===== config.mk =====
export PLATFORM = sky130hd
export DESIGN_NAME = ssr_bank
export DESIGN_NICKNAME = d
export VERILOG_FILES = /design/src/ssr_pkg.sv /design/src/ssr_sync.sv /design/src/ssr_bank.sv
export VERILOG_INCLUDE_DIRS = /design/src /design/src/src
export SDC_FILE = /design/constraint.sdc
export NUM_CORES = 1
export LEC_CHECK = 0
export BUFFER_PORTS_ARGS = -buffer_cell sky130_fd_sc_hd__buf_4
export CORE_ASPECT_RATIO = 1.1
export CORE_MARGIN = 2
export CORE_UTILIZATION = 45
export DETAILED_ROUTE_END_ITERATION = 8
export PLACE_DENSITY = 0.68
export SLEW_MARGIN = 5
export SYNTH_ARGS = -nofsm -noshare
export SYNTH_HDL_FRONTEND = slang
export SYNTH_SLANG_ARGS = --single-unit

===== constraint.sdc =====
create_clock -name core_clk -period 2.8 [get_ports core_clk]
set_input_delay 0.28 -clock core_clk [delete_from_list [all_inputs] [get_ports core_clk]]
set_output_delay 0.28 -clock core_clk [all_outputs]
set_load 0.02 [all_outputs]

===== src/ssr_defines.svh =====
// Contract
// General status bits 15:12 report the clock ratio monitor count; 1000 means clock present.
// Last reset cause field latched on entry to the off state, codes 000 to 101.
// General status bits 4:0 show the current top-level state code.
// ADC flag register resets to zero; writing one sets a flag, zero leaves it.
// All ADC flags are ORed into one ADC error summary.
// ADC stop-bit error flag on bit 7 when a command lacks its stop bit.
// ADC timeline error flag on bit 6 when a command overlaps the previous one.
// Command error flag on bit 5 when a serial command error is detected.
// Parity error flag on bit 4 on parity mismatch in the serial stream.
// Channel two underflow on bit 3, channel one underflow on bit 1.
// Channel two saturation on bit 2, channel one saturation on bit 0.
// Rail fault register is read-only, resets to zero, one means active fault.
// Mirror bias, reset and offset undervoltage on fault bits 15, 14 and 13.
// Fault bit 12 is main input or analog supply undervoltage.
// Fault bit 10 is undervoltage on any of the 1.1, 1.8, 3.3 or 6 V supplies.
// Converter 3 V regulator undervoltage on bit 9, overvoltage on bit 8.
// Amplifier 3 V uv/ov on 7/6, 5 V ov on 5, photodiode bias uv/ov on 4/3.
// 3.3 V, 1.8 V and 1.1 V undervoltage on fault bits 2, 1 and 0.
// Power-good summary is set whenever any rail fault bit is set.
// ADC error summary sits on main status bit 11.
// Reserved bits read zero and ignore writes.
// Flags update on the system clock; foreign status inputs are synchronised first.
`ifndef SSR_DEFINES_SVH
`define SSR_DEFINES_SVH

// Register port geometry and offsets.
`define SSR_ADDR_W 8
`define SSR_DATA_W 16
`define SSR_ADDR_GEN_STATUS 8'h05
`define SSR_ADDR_ADC_FLAGS 8'h0D
`define SSR_ADDR_RAIL_FAULT 8'h38
`define SSR_REG_RESET 16'h0000

// General status field layout.
`define SSR_GS_RATIO_MSB 15
`define SSR_GS_RATIO_LSB 12
`define SSR_GS_RSVD_MSB 11
`define SSR_GS_RSVD_LSB 8
`define SSR_GS_CAUSE_MSB 7
`define SSR_GS_CAUSE_LSB 5
`define SSR_GS_STATE_MSB 4
`define SSR_GS_STATE_LSB 0
`define SSR_RATIO_W 4
`define SSR_CAUSE_W 3
`define SSR_STATE_W 5
`define SSR_RSVD4 4'h0
`define SSR_RATIO_MID 4'h8
`define SSR_RATIO_TOL 4'h1

// Reset cause codes.
`define SSR_CAUSE_POWER_ON 3'h0
`define SSR_CAUSE_PROJECTOR_ON_INPUT_LOW 3'h1
`define SSR_CAUSE_WATCHDOG1 3'h2
`define SSR_CAUSE_WATCHDOG2 3'h3
`define SSR_CAUSE_OVER_TEMP 3'h4
`define SSR_CAUSE_SW_CYCLE 3'h5

// ADC flag register layout.
`define SSR_ADC_W 8
`define SSR_ADC_MSB 7
`define SSR_ADC_STOP_BIT 7
`define SSR_ADC_TIMELINE 6
`define SSR_ADC_COMMAND 5
`define SSR_ADC_PARITY 4
`define SSR_ADC_CH2_UNDER 3
`define SSR_ADC_CH2_SAT 2
`define SSR_ADC_CH1_UNDER 1
`define SSR_ADC_CH1_SAT 0
`define SSR_ADC_UPPER_ZERO 8'h00

// Rail fault register layout.
`define SSR_FLT_MIRROR_BIAS 15
`define SSR_FLT_MIRROR_RESET 14
`define SSR_FLT_MIRROR_OFFSET 13
`define SSR_FLT_PG1 12
`define SSR_FLT_RSVD 11
`define SSR_FLT_PG2 10
`define SSR_FLT_CONV_UV 9
`define SSR_FLT_CONV_OV 8
`define SSR_FLT_AMP3_UV 7
`define SSR_FLT_AMP3_OV 6
`define SSR_FLT_AMP5_OV 5
`define SSR_FLT_NEG_UV 4
`define SSR_FLT_NEG_OV 3
`define SSR_FLT_V3P3 2
`define SSR_FLT_V1P8 1
`define SSR_FLT_V1P1 0

// Raw rail monitor vector, one bit per comparator, synchronised as a word.
`define SSR_RAW_W 16
`define SSR_RAW_MIRROR_BIAS 15
`define SSR_RAW_MIRROR_RESET 14
`define SSR_RAW_MIRROR_OFFSET 13
`define SSR_RAW_MAIN_INPUT 12
`define SSR_RAW_ANALOG 11
`define SSR_RAW_V6 10
`define SSR_RAW_CONV_UV 9
`define SSR_RAW_CONV_OV 8
`define SSR_RAW_AMP3_UV 7
`define SSR_RAW_AMP3_OV 6
`define SSR_RAW_AMP5_OV 5
`define SSR_RAW_NEG_UV 4
`define SSR_RAW_NEG_OV 3
`define SSR_RAW_V3P3 2
`define SSR_RAW_V1P8 1
`define SSR_RAW_V1P1 0

`endif


===== src/ssr_pkg.sv =====
`include "ssr_defines.svh"

package ssr_pkg;

   // Top-level power state codes as reported in the general status register.
   typedef enum logic [4:0] {
      SSR_ST_SHUTDOWN = 5'h00,
      SSR_ST_INIT_A = 5'h01,
      SSR_ST_OFF = 5'h02,
      SSR_ST_INIT_B = 5'h03,
      SSR_ST_INIT_1P1 = 5'h04,
      SSR_ST_INIT_1P8 = 5'h05,
      SSR_ST_INIT_3P3 = 5'h06,
      SSR_ST_RESET_RELEASE = 5'h07,
      SSR_ST_STANDBY = 5'h08,
      SSR_ST_OFFSET_EN = 5'h09,
      SSR_ST_BIAS_EN = 5'h0A,
      SSR_ST_DISPLAY_READY = 5'h0C,
      SSR_ST_DISPLAY_ON = 5'h0D,
      SSR_ST_PARK_INIT = 5'h0E,
      SSR_ST_BIAS_RESET_OFF = 5'h0F,
      SSR_ST_OFFSET_OFF = 5'h10,
      SSR_ST_DISCHARGE = 5'h11
   } ssr_top_state_e;

   // Whole state of the register bank.
   typedef struct packed {
      logic [`SSR_RATIO_W-1:0] ratio;
      logic [`SSR_STATE_W-1:0] topState;
      logic [`SSR_CAUSE_W-1:0] pendCause;
      logic [`SSR_CAUSE_W-1:0] lastReset;
      logic [`SSR_ADC_W-1:0] adcFlags;
      logic [`SSR_DATA_W-1:0] railFault;
      logic [`SSR_DATA_W-1:0] rdData;
      logic rdValid;
   } ssr_bank_s;

   // Whole state of the two-stage synchroniser.
   typedef struct packed {
      logic [`SSR_RAW_W-1:0] meta;
      logic [`SSR_RAW_W-1:0] stable;
   } ssr_sync_s;

endpackage : ssr_pkg


===== src/ssr_sync.sv =====
`timescale 1ns/1ps
`include "ssr_defines.svh"

module ssr_sync (
   input wire logic core_clk,
   input wire logic reset_n,
   input wire logic clkEn,
   input wire logic [`SSR_RAW_W-1:0] asyncIn,
   output logic [`SSR_RAW_W-1:0] syncOut
);

   ssr_pkg::ssr_sync_s st;
   ssr_pkg::ssr_sync_s next_st;

   // The first stage feeds only the second; each bit crosses on its own, so bits of one
   // rail event may land a cycle apart, which is harmless for independent fault levels.
   always_comb begin
      next_st = st;
      if (clkEn) begin
         next_st.meta = asyncIn;
         next_st.stable = st.meta;
      end
   end

   // State register with asynchronous clear.
   always_ff @(posedge core_clk or negedge reset_n) begin
      if (!reset_n) begin
         st <= '0;
      end else begin
         st <= next_st;
      end
   end

   assign syncOut = st.stable;

endmodule : ssr_sync


===== src/ssr_bank.sv =====
`timescale 1ns/1ps
`include "ssr_defines.svh"

module ssr_bank (
   input wire logic core_clk,
   input wire logic reset_n,
   input wire logic clkEn,
   input wire logic [`SSR_ADDR_W-1:0] regAddr,
   input wire logic regWrEn,
   input wire logic [`SSR_DATA_W-1:0] regWrData,
   input wire logic regRdEn,
   output logic [`SSR_DATA_W-1:0] regRdData,
   output logic regRdValid,
   input wire logic [`SSR_RATIO_W-1:0] clockRatioCount,
   input wire logic [`SSR_STATE_W-1:0] topStateIn,
   input wire logic projOnLowEvent,
   input wire logic watchdog1Event,
   input wire logic watchdog2Event,
   input wire logic overTempEvent,
   input wire logic swPowerCycleEvent,
   input wire logic adcStopBitErr,
   input wire logic adcTimelineErr,
   input wire logic adcCommandErr,
   input wire logic adcParityErr,
   input wire logic adcCh2Underflow,
   input wire logic adcCh2Saturated,
   input wire logic adcCh1Underflow,
   input wire logic adcCh1Saturated,
   input wire logic mirrorBiasRailUv,
   input wire logic mirrorResetRailUv,
   input wire logic mirrorOffsetRailUv,
   input wire logic mainInputRailUv,
   input wire logic analogSupplyRailUv,
   input wire logic supply6vUv,
   input wire logic conv3vUv,
   input wire logic conv3vOv,
   input wire logic amp3vUv,
   input wire logic amp3vOv,
   input wire logic amp5vOv,
   input wire logic negPdBiasUv,
   input wire logic negPdBiasOv,
   input wire logic supply3p3Uv,
   input wire logic supply1p8Uv,
   input wire logic supply1p1Uv,
   output logic pgFaultSummary,
   output logic adcErrorSummary,
   output logic extClockPresent
);

   ssr_pkg::ssr_bank_s st;
   ssr_pkg::ssr_bank_s next_st;
   logic [`SSR_RAW_W-1:0] rawRails;
   logic [`SSR_RAW_W-1:0] syncRails;
   logic [`SSR_ADC_W-1:0] adcEvents;
   logic [`SSR_CAUSE_W-1:0] causeEvent;
   logic causeSeen;
   logic offEntry;
   logic [`SSR_DATA_W-1:0] genStatus;
   logic [`SSR_DATA_W-1:0] faultWord;

   // Address match, shared by the read and write decoders.
   function automatic logic ssr_hit(input logic [`SSR_ADDR_W-1:0] addr, input logic [`SSR_ADDR_W-1:0] off);
      ssr_hit = (addr == off);
   endfunction : ssr_hit

   // Monitor comparators live in the analog domain and glitch freely, so every one
   // of them is synchronised before any OR combines them.
   always_comb begin
      rawRails = '0;
      rawRails[`SSR_RAW_MIRROR_BIAS] = mirrorBiasRailUv;
      rawRails[`SSR_RAW_MIRROR_RESET] = mirrorResetRailUv;
      rawRails[`SSR_RAW_MIRROR_OFFSET] = mirrorOffsetRailUv;
      rawRails[`SSR_RAW_MAIN_INPUT] = mainInputRailUv;
      rawRails[`SSR_RAW_ANALOG] = analogSupplyRailUv;
      rawRails[`SSR_RAW_V6] = supply6vUv;
      rawRails[`SSR_RAW_CONV_UV] = conv3vUv;
      rawRails[`SSR_RAW_CONV_OV] = conv3vOv;
      rawRails[`SSR_RAW_AMP3_UV] = amp3vUv;
      rawRails[`SSR_RAW_AMP3_OV] = amp3vOv;
      rawRails[`SSR_RAW_AMP5_OV] = amp5vOv;
      rawRails[`SSR_RAW_NEG_UV] = negPdBiasUv;
      rawRails[`SSR_RAW_NEG_OV] = negPdBiasOv;
      rawRails[`SSR_RAW_V3P3] = supply3p3Uv;
      rawRails[`SSR_RAW_V1P8] = supply1p8Uv;
      rawRails[`SSR_RAW_V1P1] = supply1p1Uv;
   end

   ssr_sync u_sync (
      .core_clk(core_clk),
      .reset_n(reset_n),
      .clkEn(clkEn),
      .asyncIn(rawRails),
      .syncOut(syncRails)
   );

   // Map synchronised comparators onto the fault word; bit 11 stays reserved.
   always_comb begin
      faultWord = `SSR_REG_RESET;
      faultWord[`SSR_FLT_MIRROR_BIAS] = syncRails[`SSR_RAW_MIRROR_BIAS];
      faultWord[`SSR_FLT_MIRROR_RESET] = syncRails[`SSR_RAW_MIRROR_RESET];
      faultWord[`SSR_FLT_MIRROR_OFFSET] = syncRails[`SSR_RAW_MIRROR_OFFSET];
      faultWord[`SSR_FLT_PG1] = syncRails[`SSR_RAW_MAIN_INPUT] | syncRails[`SSR_RAW_ANALOG];
      faultWord[`SSR_FLT_PG2] = syncRails[`SSR_RAW_V1P1] | syncRails[`SSR_RAW_V1P8]
         | syncRails[`SSR_RAW_V3P3] | syncRails[`SSR_RAW_V6];
      faultWord[`SSR_FLT_CONV_UV] = syncRails[`SSR_RAW_CONV_UV];
      faultWord[`SSR_FLT_CONV_OV] = syncRails[`SSR_RAW_CONV_OV];
      faultWord[`SSR_FLT_AMP3_UV] = syncRails[`SSR_RAW_AMP3_UV];
      faultWord[`SSR_FLT_AMP3_OV] = syncRails[`SSR_RAW_AMP3_OV];
      faultWord[`SSR_FLT_AMP5_OV] = syncRails[`SSR_RAW_AMP5_OV];
      faultWord[`SSR_FLT_NEG_UV] = syncRails[`SSR_RAW_NEG_UV];
      faultWord[`SSR_FLT_NEG_OV] = syncRails[`SSR_RAW_NEG_OV];
      faultWord[`SSR_FLT_V3P3] = syncRails[`SSR_RAW_V3P3];
      faultWord[`SSR_FLT_V1P8] = syncRails[`SSR_RAW_V1P8];
      faultWord[`SSR_FLT_V1P1] = syncRails[`SSR_RAW_V1P1];
      faultWord[`SSR_FLT_RSVD] = 1'b0;
   end

   // Gather the ADC error strobes into flag positions.
   always_comb begin
      adcEvents = '0;
      adcEvents[`SSR_ADC_STOP_BIT] = adcStopBitErr;
      adcEvents[`SSR_ADC_TIMELINE] = adcTimelineErr;
      adcEvents[`SSR_ADC_COMMAND] = adcCommandErr;
      adcEvents[`SSR_ADC_PARITY] = adcParityErr;
      adcEvents[`SSR_ADC_CH2_UNDER] = adcCh2Underflow;
      adcEvents[`SSR_ADC_CH1_UNDER] = adcCh1Underflow;
      adcEvents[`SSR_ADC_CH2_SAT] = adcCh2Saturated;
      adcEvents[`SSR_ADC_CH1_SAT] = adcCh1Saturated;
   end

   // Reset cause priority when several strike at once: the hardware threats outrank
   // the deliberate requests, so the more serious cause is the one software sees.
   always_comb begin
      causeSeen = 1'b1;
      if (overTempEvent) begin
         causeEvent = `SSR_CAUSE_OVER_TEMP;
      end else if (watchdog1Event) begin
         causeEvent = `SSR_CAUSE_WATCHDOG1;
      end else if (watchdog2Event) begin
         causeEvent = `SSR_CAUSE_WATCHDOG2;
      end else if (swPowerCycleEvent) begin
         causeEvent = `SSR_CAUSE_SW_CYCLE;
      end else if (projOnLowEvent) begin
         causeEvent = `SSR_CAUSE_PROJECTOR_ON_INPUT_LOW;
      end else begin
         causeEvent = `SSR_CAUSE_POWER_ON;
         causeSeen = 1'b0;
      end
   end

   // Entry into the off state is the moment the cause of this reset cycle is final.
   assign offEntry = (topStateIn == ssr_pkg::SSR_ST_OFF) && (st.topState != ssr_pkg::SSR_ST_OFF);

   // Live view of the general status word; reserved bits are forced to zero.
   always_comb begin
      genStatus = `SSR_REG_RESET;
      genStatus[`SSR_GS_RATIO_MSB:`SSR_GS_RATIO_LSB] = st.ratio;
      genStatus[`SSR_GS_RSVD_MSB:`SSR_GS_RSVD_LSB] = `SSR_RSVD4;
      genStatus[`SSR_GS_CAUSE_MSB:`SSR_GS_CAUSE_LSB] = st.lastReset;
      genStatus[`SSR_GS_STATE_MSB:`SSR_GS_STATE_LSB] = st.topState;
   end

   // Next-state logic; nothing moves while the clock enable is low.
   always_comb begin
      next_st = st;
      // The read pulse drops only on an enabled edge, so a frozen bank keeps it as well.
      if (clkEn) begin
         next_st.rdValid = 1'b0;
         next_st.ratio = clockRatioCount;
         next_st.topState = topStateIn;
         next_st.railFault = faultWord;
         // A fresh event in the commit cycle becomes the next pending cause, so it is kept.
         if (offEntry) begin
            next_st.lastReset = st.pendCause;
            next_st.pendCause = causeEvent;
         end else if (causeSeen) begin
            next_st.pendCause = causeEvent;
         end
         // Flags are sticky: hardware events and ones written by software only ever set.
         next_st.adcFlags = st.adcFlags | adcEvents;
         if (regWrEn && ssr_hit(regAddr, `SSR_ADDR_ADC_FLAGS)) begin
            next_st.adcFlags = next_st.adcFlags | regWrData[`SSR_ADC_MSB:0];
         end
         // Writes to the read-only registers and to unmapped offsets fall through here.
         if (regRdEn) begin
            next_st.rdValid = 1'b1;
            if (ssr_hit(regAddr, `SSR_ADDR_GEN_STATUS)) begin
               next_st.rdData = genStatus;
            end else if (ssr_hit(regAddr, `SSR_ADDR_ADC_FLAGS)) begin
               next_st.rdData = {`SSR_ADC_UPPER_ZERO, st.adcFlags};
            end else if (ssr_hit(regAddr, `SSR_ADDR_RAIL_FAULT)) begin
               next_st.rdData = st.railFault;
            end else begin
               next_st.rdData = `SSR_REG_RESET;
            end
         end
      end
   end

   // State register; everything clears to zero on reset.
   always_ff @(posedge core_clk or negedge reset_n) begin
      if (!reset_n) begin
         st <= '0;
      end else begin
         st <= next_st;
      end
   end

   // Outputs come straight from state flops or from ORs and range compares over them.
   assign regRdData = st.rdData;
   assign regRdValid = st.rdValid;
   assign pgFaultSummary = |st.railFault;
   assign adcErrorSummary = |st.adcFlags;
   assign extClockPresent = (st.ratio >= (`SSR_RATIO_MID - `SSR_RATIO_TOL))
      && (st.ratio <= (`SSR_RATIO_MID + `SSR_RATIO_TOL));
endmodule : ssr_bank


Word level (Yosys, flattened, before mapping)
Index checks and enable logic that the tools add are counted.

Register bits after elaboration: 87. Latch bits: 0. Bits in writable memories: 0. Bits in read-only memories: 0. Input port bits: 67. Output and inout bits: 20. Logic and storage cells: 49. Memories: 0.

Add/subtract/negate cells: 0. Multipliers: 0. Div/mod/pow operators: 0. Order comparisons: 2. Equal/unequal tests: 5. Shifts and indexed selects: 0. Muxes and demuxes: 17. Bitwise logic cells: 6. Reduce and logical (&&, ||, !) cells: 9.

Operators with widths (count): $mux 16 (3); $mux 3 (6); $or 8x8->8 (2); $reduce_or 15->1 (1); $eq 8x3->1 const B (1); $eq 8x4->1 const B (1); $eq 8x6->1 const B (1); $mux 8 (1); $reduce_or 8->1 (1); $mux 1 (7); $reduce_and 2->1 (3); $eq 5x2->1 const B (1); $ne 5x2->1 const B (1); $ge 4x3->1 const B (1); $le 4x4->1 const B (1); $or 1x1->1 (4); $logic_and 1x1->1 (3); $reduce_bool 2->1 (1).

Longest topological paths before layout
Gate-level depths: netlist of run 1.

Depth in word-level cells: 7. Depth in mapped cells: 6. Mapped depth without buffers: 4.

Hierarchy
Synthesis of run 1 repeated with hierarchy kept, for this count alone.

Cells, all modules: 300. Area, all modules: 4052.6 µm².

By module, submodules not included: ssr_bank (times used 1, cells an instance 216, area an instance 2587.5 µm², seq. area each 1351.3 µm²); ssr_sync (times used 1, cells an instance 84, area an instance 1465.2 µm², seq. area each 800.8 µm²).

Least setup slack after synthesis of run 1
OpenSTA, ideal clock, no wires.

Path kind: input port to flip-flop. Start point: input topStateIn[0]. End point: register st[45] (netlist bit). Library setup time: 0.127 ns. Data arrival time: 1.587 ns. Data required time: 2.673 ns. Path slack: 1.085 ns. Cell stages on the path: 4. Buffers on the path: 0. Cell sequence: or4b_1 > a211oi_2 > a21o_2 > mux2_1.

Longest elaborated chain between the ends: 4. Elaborated cells between the ends (all ways): 5. Those cells by class: eq/ne (1); mux (1); reduce/logical (3).

Ends and longest elaborated chain: from (decl) (RTL line ssr_bank.sv:15) `` input wire logic [`SSR_STATE_W-1:0] topStateIn, ``; $eq 5x2->1 * (RTL line ssr_bank.sv:152) `assign offEntry = (topStateIn == ssr_pkg::SSR_ST_OFF) && (st.topState != ssr_pkg::SSR_ST_OFF);`; $logic_and 1x1->1 * (RTL line ssr_bank.sv:152); $reduce_bool 2->1 (no source line); $reduce_and 2->1 (no source line); to (signal assigned) (RTL line ssr_bank.sv:205) `st <= next_st;`; to (decl) (RTL line ssr_bank.sv:50) `ssr_pkg::ssr_bank_s st;`.

Every way passes the cells marked *; elsewhere a longest branch is shown, timed or not. A chain may end at the register's enable or synchronous reset.

Worst setup path after layout of run 1
Start point: register st[24] (netlist bit). End point: output pgFaultSummary.

Longest elaborated chain between the ends: 1.

Ends and longest elaborated chain: $reduce_or 15->1 (RTL line ssr_bank.sv:212) `assign pgFaultSummary = |st.railFault;`; to (decl) (RTL line ssr_bank.sv:45) `output logic pgFaultSummary,`.

Every way passes these cells.

==> results.json, run 1 <==
{
  "status": "complete, no violations",
  "synth_nets": 382,
  "synthToLayoutAreaGrowth_pct": 19.0,
  "ys_types": 36,
  "ctsResizeCount": 0,
  "clockBufferDepth": 2,
  "gr-total-overflow": 0,
  "power.density_nw_per_um2": 548,
  "rr_worst_depth": 4,
  "core.rowCount": 35,
  "netlist_area_sq_um": 3830,
  "start_util": 0.461,
  "layout.area.seq_sq_um": 2150,
  "required_ns": 2.52,
  "ys_warn_count": 0,
  "die_w_um": 92.0,
  "synth-adder-area-share": 0,
  "cts-root-buf": "clkbuf_8",
  "setup_violations": 0,
  "synth_top_family_by_area": "multiplexers",
  "grt_pass1_wl_um": 12600,
  "drive_above_1_share": 0.442,
  "synth_compound_area_frac": 0.0947,
  "finalHoldViolCount": 0,
  "worstPathArrival_ns": 1.64,
  "hold_buffers": 1,
  "syn-instance-count": 315,
  "multiInputGateArea_sq_um": 1470,
  "min_from": "supply1p8Uv",
  "nets": 443,
  "dp_slack_ns": 0.781,
  "p_leak_uw": 0.00205,
  "period_needed_ns": 1.92,
  "max_cap_violations": 0,
  "tritoncts": "yes",
  "fin_util": 0.548,
  "endpoint_kind": "primary output",
  "fin_crit_sh": 0.685,
  "core_area_sq_um": 8320,
  "wl_um": 7480,
  "synth-xor-area-share": 0,
  "die_area_sq_um": 9270,
  "reg2reg_slack_ns": 1.23,
  "ir_drop_v": 0.000439,
  "hp-class": "in -> reg",
  "setup_ws_ns": 0.883,
  "max_slew.worst_pin.slew_ns": 0.796,
  "drc": 0,
  "worstReg2RegStart": "genStatus[0]",
  "fillers": 734,
  "hpwl_um": 5320,
  "gp_congestion": 0.764,
  "fin_skew_ns": 0.00809,
  "drtIter0Drc": 111,
  "path_clk_slew_ns": 0.08,
  "fmax_mhz": 522,
  "synthFlopType": "dfrtp_1",
  "firstDrtPassIters": 4,
  "grt_max_degree": 45,
  "postCtsSetupBuffers": 0,
  "synth-simple-area-share": 0.114,
  "io_pins": 87,
  "cts_buffers": 9,
  "hold_path_depth": 2,
  "vias": 2533,
  "rsz0062_at_grt": "no",
  "gr-usage-all-layers": 0.174,
  "seq_area_frac_synth": 0.562,
  "htree_levels": 3,
  "cts_sinks": 86,
  "regToRegEndpoint": "st[45]",
  "synth.area.mux_share": 0.173,
  "crit_start": "st[24]",
  "tns_ns": 0,
  "cp_max_fo": 3,
  "via_per_inst": 5.16,
  "async_flop_share": 1.00,
  "synth_area_per_cell_sq_um": 12.2,
  "die_h_um": 101,
  "clk_latency_ns": 0.35,
  "antenna_found_initial": 0,
  "drv_slew": 0,
  "hold_end": "u_sync.st[17]",
  "wl_per_cell_um": 15.2,
  "cp-start-kind": "flop",
  "antennaDiodeCount": 0,
  "synth-seq-cells": 86,
  "crit_type": "reg -> out",
  "ant_nets": 0,
  "synth_edf_count": 0,
  "grt_pass1_vias": 2576,
  "relSlewSlack": 0.465,
  "io_buffers": 77
}
-- registers in the layout, indices dropped and copies added (netlist names) --
name / cells
regRdData: 15
genStatus: 12
st: 26
regRdValid: 1
u_sync.st: 16
u_sync.syncOut: 16
-- synth_stat cells, drive strengths merged (2+ instances only) --
cell type | count | area (sq um)
o21ai | 9 | 45.0
mux2 | 58 | 653
clkbuf | 10 | 37.5
a21oi | 19 | 95.1
inv | 4 | 15.0
buf | 22 | 160
nand2b | 2 | 12.5
nor2 | 8 | 32.5
a21o | 9 | 68.8
nor3 | 4 | 30.0
nor4 | 9 | 71.3
dfrtp | 86 | 2150
and3 | 4 | 30.0
a221o | 4 | 40.0
o211ai | 8 | 95.1
nand2 | 30 | 113
nand3 | 19 | 95.1
-- how the worst max path moves through the flow --
| stage | to | slack [ns] | depth (start not counted) |
|---|---|---|---|
| floorplan | st[45] | 1.09 | 4 |
| global placement | regRdData[13] | 0.79 | 5 |
| detailed placement | regRdData[12] | 0.78 | 5 |
| CTS | pgFaultSummary | 0.91 | 3 |
| global route | pgFaultSummary | 0.87 | 3 |
| finish | pgFaultSummary | 0.88 | 3 |
-- final cells by class --
class,count,share of cell area
Sequential cell,86,0.472
Multi-Input combinational cell,193,0.322
Timing Repair Buffer,82,0.138
Tap cell,111,0.0304
Clock buffer,12,0.0296
Clock inverter,3,0.00494
Inverter,4,0.00329
-- per-stage QoR --
stage	total power, uW	std cells	cell area (sq um)	hold WS (ns)
floorplan	1640	315	3830	-0.0156
finish	2500	491	4560	0.157
global route	2640	491	4560	0.140
detailed placement	1800	475	4390	0.318
global placement	1780	475	4390	0.308
CTS	2530	491	4560	0.140
-- kinds of logic (layout without fill, tap and decap cells) --
kind of cell,count (synthesis),in the layout
buffers and inverters,36,101
AO/OA/AOI/OAI,51,51
flip-flops,86,86
multiplexers,59,59
other,1,1
AND/OR/NAND/NOR,82,82
-- layout by cell type, fill, tap and decap left out, types with 2 or more instances in the layout --
| master | instances |
|---|---|
| clkinvlp_4 | 3 |
| nor3_2 | 2 |
| o211ai_2 | 7 |
| nor3_1 | 2 |
| nand2b_1 | 2 |
| buf_4 | 80 |
| and3_2 | 4 |
| inv_1 | 4 |
| a21oi_1 | 19 |
| dfrtp_1 | 86 |
| nor2_1 | 7 |
| a221o_1 | 4 |
| nand2_1 | 30 |
| a21o_1 | 8 |
| nand3_1 | 19 |
| mux2_2 | 57 |
| o21ai_0 | 9 |
| clkbuf_8 | 9 |
| nor4_1 | 8 |
| clkbuf_1 | 3 |
-- layer usage --
layer | track usage | wire [um]
met1 | 0.246 | 3550
met2 | 0.254 | 3280
met3 | 0.0381 | 416
met4 | 0.0907 | 244
met5 | 0 | 0
-- power by group --
| group | switching, uW | leakage [uW] | internal [uW] | total (uW) |
|---|---|---|---|---|
| sequential | 93.3 | 0.00102 | 1370 | 1460 |
| combinational | 126 | 0.000961 | 182 | 308 |
| clock | 411 | 0.0000687 | 318 | 730 |
-- critical path, cell delays in order (launching register included) --
cell	delay [ns]
dfrtp_1	0.42
nor4_1	0.47
nand4_1	0.20
buf_4	0.20
(Power assumes the default switching activity.)
==> inputs of run 2 (changes only) <==
--- a/config.mk
+++ b/config.mk
@@ -6,6 +6,7 @@
 export SDC_FILE = /design/constraint.sdc
 export NUM_CORES = 1
 export LEC_CHECK = 0
+export ABC_AREA = 1
 export BUFFER_PORTS_ARGS = -buffer_cell sky130_fd_sc_hd__buf_4
 export CORE_ASPECT_RATIO = 1.1
 export CORE_MARGIN = 2
==> constraint.sdc (replaced) <==
create_clock -name core_clk -period 1.99 [get_ports core_clk]
set_input_delay 0.199 -clock core_clk [delete_from_list [all_inputs] [get_ports core_clk]]
set_output_delay 0.199 -clock core_clk [all_outputs]
set_load 0.02 [all_outputs]
==> results.json, run 2 <==
{
  "status": "complete, no violations",
  "cp_max_fo": 3,
  "synth_top_area_frac": 0.541,
  "crit_type": "reg -> out",
  "fin_skew_ns": 0.00797,
  "grt_max_degree": 56,
  "antenna_found_initial": 0,
  "core_area_sq_um": 8500,
  "met2_usage": 0.273,
  "finalHoldViolCount": 0,
  "layout.cells.most_common": "nand2_1",
  "die_h_um": 103,
  "synthFlopType": "dfrtp_1",
  "synth_edf_count": 0,
  "antennaDiodeCount": 0,
  "placed_cell_area_sq_um": 4520,
  "comb_power_share": 0.125,
  "path_clk_slew_ns": 0.09,
  "synth_area_leader_cell": "dfrtp_1",
  "synth_nets": 555,
  "cts_buffers": 9,
  "netlist_area_sq_um": 3980,
  "max_slew.worst_pin.slew_ns": 0.590,
  "period_needed_ns": 1.67,
  "drv_slew": 0,
  "gr-total-overflow": 0,
  "drc": 0,
  "seq_area_frac_synth": 0.541,
  "wl_um": 7960,
  "relSlewSlack": 0.606,
  "drive_above_1_share": 0.205,
  "slowest_stage": "dfrtp_1",
  "power.density_nw_per_um2": 811,
  "hp-class": "in -> reg",
  "setup_violations": 0,
  "max_stage_delay_ns": 0.42,
  "hold_end": "u_sync.st[16]",
  "rr_worst_depth": 6,
  "fin_crit_sh": 0.840,
  "grt_use_met1": 0.252,
  "io_buffers": 77,
  "regMostFlops": "st",
  "ys_types": 22,
  "drtIter0Drc": 146,
  "start_util": 0.468,
  "min_from": "supply1p1Uv",
  "clockBufferDepth": 2,
  "gp_congestion": 0.808,
  "fmax_mhz": 598,
  "intPower_uw": 2890,
  "rsz0062_at_grt": "no",
  "reg2reg_slack_ns": 0.82,
  "grt-busiest-layer": "met2",
  "die_w_um": 93.7,
  "cp-start-kind": "flop",
  "crit_family": "simple AND/OR/NAND/NOR gates",
  "synth.area.top_cells": "dfrtp_1, nand2_1, o21ai_0, inv_1, nand3_1",
  "ant_nets": 0,
  "tritoncts": "yes",
  "synth-seq-cells": 86,
  "hpwl_um": 5670,
  "p_seq_frac": 0.518,
  "hold_path_depth": 3,
  "ir_drop_v": 0.000443,
  "worstPathArrival_ns": 1.47,
  "final_cell_mix": "nand2_1, dfrtp_1, buf_4",
  "cts_sinks": 86,
  "required_ns": 1.79,
  "swShare": 0.252,
  "gr-usage-all-layers": 0.177,
  "grt_pass1_wl_um": 13400,
  "core.rowCount": 35,
  "synth_area_per_cell_sq_um": 8.15,
  "firstDrtPassIters": 4,
  "p_leak_uw": 0.00248,
  "via_per_inst": 4.81,
  "regToRegEndpoint": "st[46]",
  "layout.area.seq_sq_um": 2150,
  "synth_common_cells": "nand2_1, dfrtp_1, inv_1",
  "max_cap_violations": 0,
  "largest_register_ffs": 26,
  "die_area_sq_um": 9610,
  "fillers": 831,
  "grt_pass1_vias": 2900,
  "post-synth-top-count-cell": "nand2_1",
  "postCtsSetupBuffers": 0,
  "io_pins": 87,
  "htree_levels": 3,
  "crit_chain": "nor4_1 -> nand4_1 -> buf_4",
  "synthToLayoutAreaGrowth_pct": 19.7,
  "multiInputGateArea_sq_um": 1390,
  "final_area_sq_um": 4760,
  "critical_path_buf_inv_count": 1,
  "p_sw_uw": 974,
  "vias": 3177,
  "cts-root-buf": "clkbuf_8",
  "met3_usage": 0.0344,
  "async_flop_share": 1.00,
  "nets": 612,
  "tns_ns": 0,
  "worstReg2RegStart": "genStatus[4]",
  "endpoint_kind": "primary output",
  "ys_warn_count": 0,
  "wl_per_cell_um": 12.0,
  "syn-instance-count": 488,
  "clk_latency_ns": 0.35,
  "pwr-share-clk": 0.357
}
[run 2: final cells by class]
type	instances	share of cell area
Clock buffer	11	0.0318
Clock inverter	5	0.0171
Inverter	55	0.0434
Multi-Input combinational cell	309	0.291
Sequential cell	86	0.452
Tap cell	111	0.0292
Timing Repair Buffer	84	0.136
[run 2: stage by stage]
stage / setup WS [ns] / hold slack, ns / util / power, uW / std cells
finish: 0.319 / 0.0435 / 0.560 / 3860 / 661
global route: 0.218 / 0.0357 / 0.560 / 4070 / 661
CTS: 0.268 / 0.0323 / 0.560 / 3900 / 661
detailed placement: 0.665 / 0.167 / 0.532 / 2520 / 644
global placement: 0.683 / 0.162 / 0.532 / 2500 / 644
floorplan: 0.830 / -0.0966 / - / 2310 / 488
[run 2: how the worst max path moves through the flow]
stage	cells past startpoint	from	slack [ns]	end
after detailed placement	3	st[24]	0.67	pgFaultSummary
after global placement	6	clkEn	0.68	regRdData[5]
final	3	st[24]	0.32	pgFaultSummary
after CTS	3	st[24]	0.27	pgFaultSummary
after floorplan	1	genStatus[14]	0.83	extClockPresent
after global routing	3	st[24]	0.22	pgFaultSummary
[run 2: per-layer routing]
| layer | routed length [um] | vias up |
|---|---|---|
| met5 | 0 | - |
| met4 | 143 | 0 |
| met3 | 347 | 13 |
| met2 | 3600 | 69 |
| met1 | 3870 | 1464 |
| li1 | - | 1631 |
[run 2: repair_timing]
action,in CTS,in global routing
resized for setup,0,0
endpoints found under the setup margin,0,0
hold endpoints to repair,31,0
hold buffers,1,0
[run 2: tightest hold or removal path, cell delays in order]
cell and delay (ns):
buf_4 0.08, nand2_1 0.04, nand2_1 0.05
[run 2: cells by family (layout without fill, tap and decap cells)]
family	Yosys count	after routing	share of synthesized area
compound gates	55	55	0.0730
buf+inv	93	155	0.111
flops	86	86	0.541
other cells	1	1	0.000942
simple gates	253	253	0.274
[run 2: power by group through the flow]
stage / Sequential (uW) / Combinational [uW] / Clock (uW)
detailed placement: 2030 / 487 / 0
global placement: 2030 / 474 / 0
CTS: 2000 / 492 / 1410
floorplan: 2000 / 302 / 0
finish: 2000 / 481 / 1380
global route: 2020 / 552 / 1500
==> inputs of run 3 (changes only) <==
==> constraint.sdc (replaced) <==
create_clock -name core_clk -period 1.7 [get_ports core_clk]
set_input_delay 0.17 -clock core_clk [delete_from_list [all_inputs] [get_ports core_clk]]
set_output_delay 0.17 -clock core_clk [all_outputs]
set_load 0.02 [all_outputs]
==> results.json, run 3 (synthesis gave the netlist of run 2 again) <==
{
  "die_w_um": 93.7,
  "largest_register_ffs": 26,
  "status": "complete, no violations",
  "regToRegEndpoint": "st[46]",
  "rsz0062_at_grt": "no",
  "rr_worst_depth": 6,
  "cp_max_fo": 3,
  "wl_per_cell_um": 12.1,
  "cp-start-kind": "flop",
  "grt_pass1_vias": 2980,
  "reg2reg_slack_ns": 0.53,
  "endpoint_kind": "primary output",
  "via_per_inst": 4.75,
  "antennaDiodeCount": 0,
  "core_area_sq_um": 8500,
  "finalHoldViolCount": 0,
  "cts_sinks": 86,
  "max_stage_delay_ns": 0.42,
  "max_cap_violations": 0,
  "hpwl_um": 5920,
  "fin_total_pwr_uw": 4650,
  "htree_levels": 3,
  "worstPathArrival_ns": 1.41,
  "crit_type": "reg -> out",
  "min_from": "negPdBiasOv",
  "p_leak_uw": 0.00250,
  "slowest_stage": "dfrtp_1",
  "synthToLayoutAreaGrowth_pct": 20.9,
  "drtIter0Drc": 109,
  "ir_drop_v": 0.000459,
  "cts_buffers": 9,
  "relSlewSlack": 0.646,
  "cts-root-buf": "clkbuf_8",
  "power.density_nw_per_um2": 966,
  "fin_crit_sh": 0.932,
  "tns_ns": 0,
  "hold_path_depth": 3,
  "crit_start": "st[24]",
  "wl_um": 8070,
  "gr-usage-all-layers": 0.180,
  "max_slew.worst_pin.slew_ns": 0.530,
  "start_util": 0.468,
  "die_h_um": 103,
  "setup_violations": 0,
  "postCtsSetupBuffers": 0,
  "ant_nets": 0,
  "grt_pass1_wl_um": 13700,
  "drv_slew": 0,
  "hp-class": "in -> reg",
  "tritoncts": "yes",
  "gp_congestion": 0.834,
  "io_buffers": 77,
  "worstReg2RegStart": "genStatus[4]",
  "fmax_mhz": 631,
  "gr-total-overflow": 0,
  "path_clk_slew_ns": 0.09,
  "firstDrtPassIters": 4,
  "required_ns": 1.53,
  "regMostFlops": "st",
  "die_area_sq_um": 9610,
  "crit_chain": "nor4_2 -> nand4_1 -> buf_4",
  "fin_util": 0.566,
  "final_cell_mix": "nand2_1, dfrtp_1, buf_4",
  "period_needed_ns": 1.58,
  "io_pins": 87,
  "antenna_found_initial": 0,
  "clk_latency_ns": 0.35,
  "layout.cells.most_common": "nand2_1",
  "nets": 615,
  "fin_skew_ns": 0.00928,
  "grt_max_degree": 49,
  "core.rowCount": 35,
  "drive_above_1_share": 0.212,
  "drc": 0,
  "hold_end": "u_sync.st[19]",
  "clockBufferDepth": 2,
  "vias": 3155
}
run 3: what timing repair did:
action	CTS	global route
setup endpoints to repair	0	1
hold endpoints to repair	25	0
gates resized for setup	0	2
hold buffers	1	0
run 3: how the worst max path moves through the flow:
stage / depth (start not counted) / endpoint / slack (ns)
finish: 3 / pgFaultSummary / 0.12
global route: 3 / pgFaultSummary / 0.02
CTS: 3 / pgFaultSummary / 0.04
detailed placement: 8 / regRdData[14] / 0.26
global placement: 8 / regRdData[14] / 0.31
floorplan: 1 / extClockPresent / 0.57
run 3: layout make-up:
type	count	area, sq um
clock buffer	11	141
clock inverter	5	106
fill	789	3680
inverter	55	206
multi-input combinational	309	1400
sequential	86	2150
tap	111	139
timing repair buffer	87	668
run 3: critical path, delay by kind of cell (launching register included):
| kind | cells | cell delay, ns |
|---|---|---|
| buffers and inverters | 1 | 0.19 |
| and+or+nand+nor | 2 | 0.46 |
| DFF | 1 | 0.42 |
run 3: stage by stage:
stage          cells  setup slack, ns  area, sq um  hold slack (ns)
2_1_floorplan    488            0.569         3980           -0.126
3_3_place_gp     647            0.314         4540            0.108
3_5_place_dp     647            0.261         4540            0.106
4_1_cts          664           0.0415         4800          0.00220
5_1_grt          664           0.0217         4810           0.0137
6_report         664            0.116         4810           0.0157
run 3: metal layers:
layer | wire length (um) | GRT usage
met1 | 3860 | 0.260
met2 | 3690 | 0.278
met3 | 407 | 0.0351
met4 | 115 | 0.0569
met5 | 0 | 0
run 3: where the power goes:
group          internal [uW]  total, uW  switching [uW]  leakage [uW]
registers               2230       2340             116       0.00104
clock network           1020       1730             712      0.000120
logic                    249        572             323       0.00134
total                   3500       4650            1150       0.00250
